**src/verilog/adcl_pkg.sv**
```systemverilog
// Purpose: shared constants and types of the limit match flag block
// Assumes: 16-bit register port, byte addresses as decoded by the top
// Notes:   an odd address selects the high byte of a 16-bit register
package adcl_pkg;

	// ****************************************************************
	// sizes
	// ****************************************************************
	localparam int unsigned ADCL_CHANNELS = 14;
	localparam int unsigned ADCL_RES_W    = 12; // result bits d15..d4
	localparam int unsigned ADCL_ADDR_W   = 16;
	localparam int unsigned ADCL_DATA_W   = 16;

	// ****************************************************************
	// register byte addresses
	// ****************************************************************
	localparam logic [15:0] ADCL_STATUS_ADDR   = 16'hF826;
	localparam logic [15:0] ADCL_CLEAR_ADDR    = 16'hF82A;
	localparam logic [15:0] ADCL_CTRL_ADDR     = 16'hF830;
	localparam logic [15:0] ADCL_IRQ_STAT_ADDR = 16'hF832;
	localparam logic [15:0] ADCL_IRQ_MASK_ADDR = 16'hF834;

	// ****************************************************************
	// field positions
	// ****************************************************************
	localparam int unsigned ADCL_CTRL_EN_BIT   = 0;
	localparam int unsigned ADCL_CTRL_TIM_BIT  = 4;
	localparam int unsigned ADCL_CTRL_COND_LSB = 8;
	localparam int unsigned ADCL_IRQ_REQ_BIT   = 0; // limit request rose
	localparam int unsigned ADCL_IRQ_SET_BIT   = 1; // a flag newly set
	localparam int unsigned ADCL_IRQ_BITS      = 2;

	// ****************************************************************
	// reset values
	// ****************************************************************
	localparam logic [13:0] ADCL_FLAGS_RST    = 14'h0000;
	localparam logic [15:0] ADCL_RDATA_RST    = 16'h0000;
	localparam logic [1:0]  ADCL_IRQ_STAT_RST = 2'h0;
	localparam logic [1:0]  ADCL_IRQ_MASK_RST = 2'h0;

	// ****************************************************************
	// types
	// ****************************************************************
	typedef enum logic [1:0] {
		ADCL_COND_INSIDE  = 2'h0,
		ADCL_COND_ABOVE   = 2'h1,
		ADCL_COND_BELOW   = 2'h2,
		ADCL_COND_OUTSIDE = 2'h3
	} adcl_cond_t;

	typedef struct packed {
		logic                  limit_detect_enable;
		logic                  interrupt_timing_select;
		adcl_cond_t            limit_condition_select;
	} adcl_ctrl_t;

	localparam adcl_ctrl_t ADCL_CTRL_RST = '{1'b0, 1'b0, ADCL_COND_INSIDE};

	typedef struct packed {
		logic                  valid;   // one-cycle conversion done
		logic [3:0]            channel;
		logic [ADCL_RES_W-1:0] value;
	} adcl_result_t;

endpackage : adcl_pkg

```
**src/verilog/adcl_limit_compare.sv**
```systemverilog
// Purpose: compare one conversion result against the limit window
// Assumes: limits and result are unsigned, same 12-bit scale
// Notes:   purely combinational, the caller registers the outcome
`timescale 1ns/1ns
`default_nettype none
module adcl_limit_compare (
	input  wire  logic [11:0]          result_i,
	input  wire  logic [11:0]          upper_i,
	input  wire  logic [11:0]          lower_i,
	input  wire  adcl_pkg::adcl_cond_t cond_i,
	output logic                       match_o
);
	import adcl_pkg::*;

	logic above;
	logic below;

	// strict compares, so the inside window includes both limits
	assign above = result_i > upper_i;
	assign below = result_i < lower_i;

	// condition select picks one of four tests
	always_comb begin
		unique case (cond_i)
			ADCL_COND_INSIDE:  match_o = !above && !below;
			ADCL_COND_ABOVE:   match_o = above;
			ADCL_COND_BELOW:   match_o = below;
			ADCL_COND_OUTSIDE: match_o = above || below;
		endcase
	end

endmodule : adcl_limit_compare
`default_nettype wire

```
**src/verilog/adcl_flag_bank.sv**
```systemverilog
// Purpose: sticky per-channel match flags
// Assumes: set and clear vectors are one-cycle pulses on clk_i
// Notes:   a set in the same cycle as a clear leaves the flag set while enable_i is high
`timescale 1ns/1ns
`default_nettype none
module adcl_flag_bank (
	input  wire logic        clk_i,
	input  wire logic        rst_i,
	input  wire logic        enable_i,
	input  wire logic [13:0] set_i,
	input  wire logic [13:0] clr_i,
	output logic      [13:0] flags_o
);
	import adcl_pkg::*;

	// ****************************************************************
	// one flag per channel
	// ****************************************************************
	for (genvar ch = 0; ch < ADCL_CHANNELS; ch++) begin : g_flag
		logic flag_reg;
		logic flag_next;
		logic set_ok;

		// updates only while detection is on; clear still works off
		assign set_ok = set_i[ch] && enable_i;

		// sticky hold, ones-only clear, set beats clear
		always_comb begin
			flag_next = flag_reg;
			if (clr_i[ch]) begin
				flag_next = 1'b0;
			end
			if (set_ok) begin
				flag_next = 1'b1;
			end
		end // non-matching results never touch the flag

		always_ff @(posedge clk_i) begin
			if (rst_i) begin
				flag_reg <= ADCL_FLAGS_RST[ch];
			end else begin
				flag_reg <= flag_next;
			end
		end

		assign flags_o[ch] = flag_reg;
	end

endmodule : adcl_flag_bank
`default_nettype wire

```
**src/verilog/adcl_limit_match.sv**
```systemverilog
// Purpose: limit match status, clear, control and interrupt logic
// Assumes: result path and register port run on clk_i
// Notes:   read data appear one cycle after the read strobe only
`timescale 1ns/1ns
`default_nettype none
// Operation
// - read-only status, channels 0-13, bits 15:14 zero
// - flag set on match, zero after reset
// - writing one to clear bit clears flag
// - flag stays set until clear or reset
// - enabled detection requests interrupt on any flag
// - clearing flags or reset removes pending request
// - write-only clear register, bits 13-0 channels
// - writing zero to clear bit does nothing
// - disabled detection never updates match flags; here clear writes still drop flags while disabled
// - condition field selects inside, above, below, outside
module adcl_limit_match (
	input  wire logic                 clk_i,
	input  wire logic                 rst_i,
	// register port
	input  wire logic [15:0]          addr_i,
	input  wire logic [15:0]          wdata_i,
	input  wire logic                 wr_i,
	input  wire logic                 rd_i,
	output logic      [15:0]          rdata_o,
	// converter result path
	input  wire adcl_pkg::adcl_result_t result_i,
	input  wire logic                 scan_done_i,
	input  wire logic [11:0]          upper_limit_value_i,
	input  wire logic [11:0]          lower_limit_value_i,
	// flags and requests
	output logic      [13:0]          limit_match_flags_o,
	output logic                      limit_irq_req_o,
	output logic                      irq_o
);
	import adcl_pkg::*;

	// ****************************************************************
	// address decode
	// ****************************************************************
	logic hit_stat_lo;
	logic hit_stat_hi;
	logic hit_clr_lo;
	logic hit_clr_hi;
	logic hit_ctrl_lo;
	logic hit_ctrl_hi;
	logic hit_istat_lo;
	logic hit_istat_hi;
	logic hit_imask_lo;
	logic hit_imask_hi;

	// an odd address reaches the high byte in data bits 7:0
	assign hit_stat_lo  = addr_i == ADCL_STATUS_ADDR;
	assign hit_stat_hi  = addr_i == ADCL_STATUS_ADDR + 16'h0001;
	assign hit_clr_lo   = addr_i == ADCL_CLEAR_ADDR;
	assign hit_clr_hi   = addr_i == ADCL_CLEAR_ADDR + 16'h0001;
	assign hit_ctrl_lo  = addr_i == ADCL_CTRL_ADDR;
	assign hit_ctrl_hi  = addr_i == ADCL_CTRL_ADDR + 16'h0001;
	assign hit_istat_lo = addr_i == ADCL_IRQ_STAT_ADDR;
	assign hit_istat_hi = addr_i == ADCL_IRQ_STAT_ADDR + 16'h0001;
	assign hit_imask_lo = addr_i == ADCL_IRQ_MASK_ADDR;
	assign hit_imask_hi = addr_i == ADCL_IRQ_MASK_ADDR + 16'h0001;

	// ****************************************************************
	// control register
	// ****************************************************************
	adcl_ctrl_t  ctrl_reg;
	adcl_ctrl_t  ctrl_next;
	logic [15:0] ctrl_word;
	logic [15:0] ctrl_wr_word;

	// control fields laid out as a 16-bit word for reads and merges
	always_comb begin
		ctrl_word = 16'h0000;
		ctrl_word[ADCL_CTRL_EN_BIT]  = ctrl_reg.limit_detect_enable;
		ctrl_word[ADCL_CTRL_TIM_BIT] = ctrl_reg.interrupt_timing_select;
		ctrl_word[ADCL_CTRL_COND_LSB +: 2] = ctrl_reg.limit_condition_select;
	end

	// byte writes merge into the word, reserved bits are dropped
	always_comb begin
		ctrl_wr_word = ctrl_word;
		if (wr_i && hit_ctrl_lo) begin
			ctrl_wr_word = wdata_i;
		end else if (wr_i && hit_ctrl_hi) begin
			ctrl_wr_word = {wdata_i[7:0], ctrl_word[7:0]};
		end
		ctrl_next.limit_detect_enable     = ctrl_wr_word[ADCL_CTRL_EN_BIT];
		ctrl_next.interrupt_timing_select = ctrl_wr_word[ADCL_CTRL_TIM_BIT];
		ctrl_next.limit_condition_select  =
			adcl_cond_t'(ctrl_wr_word[ADCL_CTRL_COND_LSB +: 2]);
	end

	always_ff @(posedge clk_i) begin
		if (rst_i) begin
			ctrl_reg <= ADCL_CTRL_RST;
		end else begin
			ctrl_reg <= ctrl_next;
		end
	end

	// ****************************************************************
	// match detection and flags
	// ****************************************************************
	logic        res_match;
	logic        res_in_range;
	logic [13:0] set_vec;
	logic [13:0] clr_vec;
	logic [13:0] flags;

	adcl_limit_compare u_compare (
		.result_i (result_i.value),
		.upper_i  (upper_limit_value_i),
		.lower_i  (lower_limit_value_i),
		.cond_i   (ctrl_reg.limit_condition_select),
		.match_o  (res_match)
	);

	// channels above 13 (test channel) never reach a flag
	assign res_in_range = result_i.channel < 4'(ADCL_CHANNELS);

	// one-hot set for the converted channel when it matched
	always_comb begin
		set_vec = 14'h0000;
		if (result_i.valid && res_in_range && res_match) begin
			set_vec = 14'(14'h0001 << result_i.channel);
		end
	end

	// clear register is write-only, only bits written as one act
	always_comb begin
		clr_vec = 14'h0000;
		if (wr_i && hit_clr_lo) begin
			clr_vec = wdata_i[13:0];
		end else if (wr_i && hit_clr_hi) begin
			clr_vec = {wdata_i[5:0], 8'h00};
		end
	end

	adcl_flag_bank u_flags (
		.clk_i    (clk_i),
		.rst_i    (rst_i),
		.enable_i (ctrl_reg.limit_detect_enable),
		.set_i    (set_vec),
		.clr_i    (clr_vec),
		.flags_o  (flags)
	);

	assign limit_match_flags_o = flags;

	// ****************************************************************
	// limit interrupt request and its timing
	// ****************************************************************
	logic any_flag;
	logic pending_reg;
	logic pending_next;
	logic req_reg;
	logic req_next;

	assign any_flag = |flags;

	// timing select 0: request as soon as a flag is set;
	// timing select 1: request only from the end of a scan onward.
	// both forms drop once every flag is cleared, so software never
	// has to acknowledge the request beyond the flags themselves
	always_comb begin
		pending_next = ctrl_reg.limit_detect_enable && any_flag &&
			(pending_reg || scan_done_i);
		req_next = ctrl_reg.limit_detect_enable && any_flag &&
			(!ctrl_reg.interrupt_timing_select || pending_next);
	end

	always_ff @(posedge clk_i) begin
		if (rst_i) begin
			pending_reg <= 1'b0;
			req_reg     <= 1'b0;
		end else begin
			pending_reg <= pending_next;
			req_reg     <= req_next;
		end
	end

	assign limit_irq_req_o = req_reg;

	// ****************************************************************
	// interrupt status and mask
	// ****************************************************************
	logic [1:0] istat_reg;
	logic [1:0] istat_next;
	logic [1:0] imask_reg;
	logic [1:0] imask_next;
	logic [1:0] ievent;
	logic       irq_reg;
	logic       irq_next;

	// events: request rising, and any flag newly set
	always_comb begin
		ievent = 2'h0;
		ievent[ADCL_IRQ_REQ_BIT] = req_next && !req_reg;
		ievent[ADCL_IRQ_SET_BIT] = ctrl_reg.limit_detect_enable &&
			|(set_vec & ~flags);
	end

	// a read clears the status, a same-cycle event still lands
	always_comb begin
		istat_next = istat_reg;
		if (rd_i && hit_istat_lo) begin
			istat_next = 2'h0;
		end
		istat_next = istat_next | ievent;
		imask_next = imask_reg;
		if (wr_i && hit_imask_lo) begin
			imask_next = wdata_i[1:0];
		end
		irq_next = |(istat_next & imask_next);
	end

	always_ff @(posedge clk_i) begin
		if (rst_i) begin
			istat_reg <= ADCL_IRQ_STAT_RST;
			imask_reg <= ADCL_IRQ_MASK_RST;
			irq_reg   <= 1'b0;
		end else begin
			istat_reg <= istat_next;
			imask_reg <= imask_next;
			irq_reg   <= irq_next;
		end
	end

	assign irq_o = irq_reg;

	// ****************************************************************
	// read data
	// ****************************************************************
	logic [15:0] rdata_reg;
	logic [15:0] rdata_next;

	// data stand for exactly one cycle; unmapped and write-only read 0
	always_comb begin
		rdata_next = ADCL_RDATA_RST;
		if (rd_i) begin
			if (hit_stat_lo) begin
				rdata_next = {2'b00, flags};
			end else if (hit_stat_hi) begin
				rdata_next = {10'h000, flags[13:8]};
			end else if (hit_ctrl_lo) begin
				rdata_next = ctrl_word;
			end else if (hit_ctrl_hi) begin
				rdata_next = {8'h00, ctrl_word[15:8]};
			end else if (hit_istat_lo) begin
				rdata_next = {14'h0000, istat_reg};
			end else if (hit_imask_lo) begin
				rdata_next = {14'h0000, imask_reg};
			end
			// clear register and upper bytes of irq regs read zero
		end
	end

	always_ff @(posedge clk_i) begin
		if (rst_i) begin
			rdata_reg <= ADCL_RDATA_RST;
		end else begin
			rdata_reg <= rdata_next;
		end
	end

	assign rdata_o = rdata_reg;

	// hit_istat_hi and hit_imask_hi drive no read logic; those addresses read zero by default
	logic unused_hits;
	assign unused_hits = hit_istat_hi ^ hit_imask_hi ^ hit_clr_lo;

endmodule : adcl_limit_match
`default_nettype wire

```
**config.mk**
```make
export PLATFORM = sky130hd
export DESIGN_NAME = adcl_limit_match
export DESIGN_NICKNAME = d
export VERILOG_FILES = /design/src/verilog/adcl_pkg.sv /design/src/verilog/adcl_limit_compare.sv /design/src/verilog/adcl_flag_bank.sv /design/src/verilog/adcl_limit_match.sv
export SDC_FILE = /design/constraint.sdc
export NUM_CORES = 1
export LEC_CHECK = 0
export BUFFER_PORTS_ARGS = -buffer_cell sky130_fd_sc_hd__buf_2
export CAP_MARGIN = 0
export CELL_PAD_IN_SITES_DETAIL_PLACEMENT = 1
export CELL_PAD_IN_SITES_GLOBAL_PLACEMENT = 2
export CORE_MARGIN = 1
export CORE_UTILIZATION = 24
export DETAILED_ROUTE_END_ITERATION = 8
export PLACE_DENSITY_LB_ADDON = 0.3
export SLEW_MARGIN = 5
export SYNTH_ARGS = -nofsm -noshare
export SYNTH_HDL_FRONTEND = slang
export SYNTH_SLANG_ARGS = --single-unit
```
**constraint.sdc**
```tcl
create_clock -name clk_i -period 2.1 [get_ports clk_i]
set_clock_uncertainty 0.1 [all_clocks]
set_input_delay 0.105 -clock clk_i [delete_from_list [all_inputs] [get_ports clk_i]]
set_output_delay 0.105 -clock clk_i [all_outputs]
set_load 0.01 [all_outputs]
```
==> results.yml <==
floorplanning:
  rows: 38
  dieHeight_um: 108
  initial_core_util: 0.248
  io_pins: 110
  die_w_um: 108
  core_area_sq_um: 10900
  die_area_sq_um: 11700
finish:
  nNetsFinal: 543
  multi_input_area_sq_um: 1830
  antenna_cells: 0
  layout_commonest_cell: "buf_2"
  seqCellArea_sq_um: 781
  drive_gt1_frac: 0.397
  final_cell_mix: "buf_2, nand2_1, dfxtp_1"
  nFillCells: 1349
  area.growth.synth_to_final_pct: 40.9
power_and_ir_drop:
  ir_drop_mv: 0.284
  leakage_nw: 1.68
  power_density_nw_per_um2: 474
setup_path:
  startpoint_type: "input port"
  crit_start: "result_i[10]"
  worstPathCellList: "buf_2, ha_4, nand2_2, a2111o_1, or3_4, and3_4, a221oi_4, clkbuf_16, o22ai_2"
  rrSetupSlack_ns: 0.24
  crit_path_top_delay_cell: "a221oi_4"
  regToRegStartpoint: "u_flags.g_flag[9].flag_reg$_SDFFE_PP0P_"
  endpoint_kind: "register"
  ff2ff_path_depth: 6
  critPathMaxStageDelay_ns: 0.41
  cp_max_fo: 8
  critical_path_class: "in -> reg"
  cp.required_ns: 2.15
  cp.arrival_ns: 2.15
  timing.rr.end: "irq_o$_SDFF_PP0_"
cts:
  cts_inserted_buffers: 5
  clk_latency_ns: 0.28
  clk_path_buf_depth: 2
  clock_sinks: 39
  cts-htree-levels: 2
  cts-root-buf: "clkbuf_16"
  cts_tree: "built"
  path_clk_slew_ns: 0.05
  cts_hold_buffers: 0
status:
  status: "finished clean"
drt:
  drc: 0
  drt_iter0_markers: 59
  vias: 2775
  detail-route-antenna-nets: 0
  routed_wl_mm: 8.72
  viasPerCell: 4.76
  first_pass_iters: 4
  routedWlPerCell_um: 15.0
global_route:
  antenna_found_initial: 0
  grt_pass1_vias: 2870
  track_usage: 0.152
  grt_pass1_wl_mm: 13.9
  grt_start_max_net_pins: 30
  overflow: 0
timing:
  tightest_slew_ns: 0.524
  period_minus_slack_ns: 2.09
  finalSetupTns_ns: 0
  finalCritPeriodShare: 0.996
  rsz0062_at_grt: "yes"
  slew_viol_final: 0
  slew_headroom: 0.642
  clock.fmax_mhz: 478
  final-setup-viol-count: 0
  finalHoldViolCount: 0
  setup_slack_ns: 0.00778
place:
  port_buffers: 105
  hpwl_mm: 7.16
  finalWeightedCongestion: 0.740
  pre_cts_ws_ns: -0.274
logic_synthesis:
  syn_avg_cell_area_sq_um: 8.18
  ys_types: 55
  synth_seq_cells: 39
  ys_seq_area_frac: 0.287
  yosys_warnings: 0
  ys.flop_type: "dfxtp_1"
  synthArstFlopShare: 0
  synth_edf_count: 0
  syn_area_sq_um: 2720
  synthCells: 332
job:
  cap_violations: 0
hold_path:
  hold_class: "in -> reg"
  hp-start: "wdata_i[7]"
  worstHoldEndpoint: "u_flags.g_flag[7].flag_reg$_SDFFE_PP0P_"
  min_path_cells: 4
==> worst max-delay path by stage <==
stage                     slack [ns]                                       to
after floorplan                -0.04                  istat_reg[1]$_SDFF_PP0_
after global placement         -0.25                         irq_o$_SDFF_PP0_
after detailed placement       -0.27  u_flags.g_flag[2].flag_reg$_SDFFE_PP0P_
after CTS                       0.02  u_flags.g_flag[2].flag_reg$_SDFFE_PP0P_
after global routing           -0.04                  istat_reg[1]$_SDFF_PP0_
final                          0.008                  istat_reg[1]$_SDFF_PP0_
==> stage by stage <==
| step | hold WS (ns) | util | std cells | total power [W] | instance area [sq um] |
|---|---|---|---|---|---|
| floorplan | 0.144 | - | 333 | 0.000922 | 2830 |
| global placement | 0.293 | 0.323 | 574 | 0.00106 | 3530 |
| detailed placement | 0.317 | 0.323 | 574 | 0.00107 | 3530 |
| CTS | 0.0209 | 0.336 | 582 | 0.00180 | 3670 |
| global route | 0.0433 | 0.350 | 583 | 0.00191 | 3830 |
| finish | 0.0165 | 0.350 | 583 | 0.00182 | 3830 |
==> cells by family (layout without fill, tap and decap cells) <==
kind of cell,Yosys count,count (layout),share of synthesized area
and+or+nand+nor,145,145,0.306
adders and majority gates,23,23,0.106
DFF,39,39,0.287
AOI/OAI and AO/OA,57,57,0.141
other,1,2,0.00138
muxes,11,11,0.0553
buffers and inverters,56,166,0.103
==> critical path, delay by kind of cell <==
family | cells | cell delay [ns]
AO/OA/AOI/OAI | 3 | 0.81
AND/OR/NAND/NOR | 3 | 0.59
buffers and inverters | 2 | 0.36
adder cells (fa/ha/maj) | 1 | 0.27
==> area by class of cell <==
type / count / share of cell area
Clock buffer: 7 / 0.0347
Clock inverter: 1 / 0.00131
Inverter: 28 / 0.0320
Multi-Input combinational cell: 238 / 0.479
Sequential cell: 39 / 0.204
Tap cell: 140 / 0.0458
Timing Repair Buffer: 130 / 0.203
==> power by group <==
group / leakage [nW] / switching (W) / total (W) / internal [W]
logic: 1.30 / 0.000177 / 0.000359 / 0.000182
registers: 0.314 / 0.00000000159 / 0.000740 / 0.000740
clock network: 0.0679 / 0.000278 / 0.000716 / 0.000438
total: 1.68 / 0.000455 / 0.00182 / 0.00136
==> routing by layer <==
metal,vias to the layer above,global-route usage,part of all wire
li1,1376,-,-
met1,1313,0.183,0.45
met2,78,0.278,0.50
met3,8,0.0241,0.043
met4,0,0.0405,0.010
met5,-,0,0
==> repair_timing <==
item,CTS,global route
endpoints found under the setup margin,0,17
buffers inserted,0,0
gates resized for setup,0,35
==> cell usage after synthesis (all sizes together), types with 4 or more instances <==
library cell   n  share of area
nand4          4         0.0092
mux2i          6          0.022
nand3          9          0.017
nand2         42          0.058
nand3b        10          0.028
and2           8          0.018
nor3b          4          0.011
inv           28          0.039
buf           20          0.053
a21oi         11          0.020
a22oi          6          0.017
o21ai         19          0.035
nor2b          4         0.0092
ha            23           0.11
dfxtp         39           0.29
clkbuf         8          0.011
or3            4         0.0092
nor3           6          0.015
nand4b         8          0.026
nor4           9          0.040
nand2b         7          0.016
nor2          24          0.033
Power figures use the tool's default switching activity.
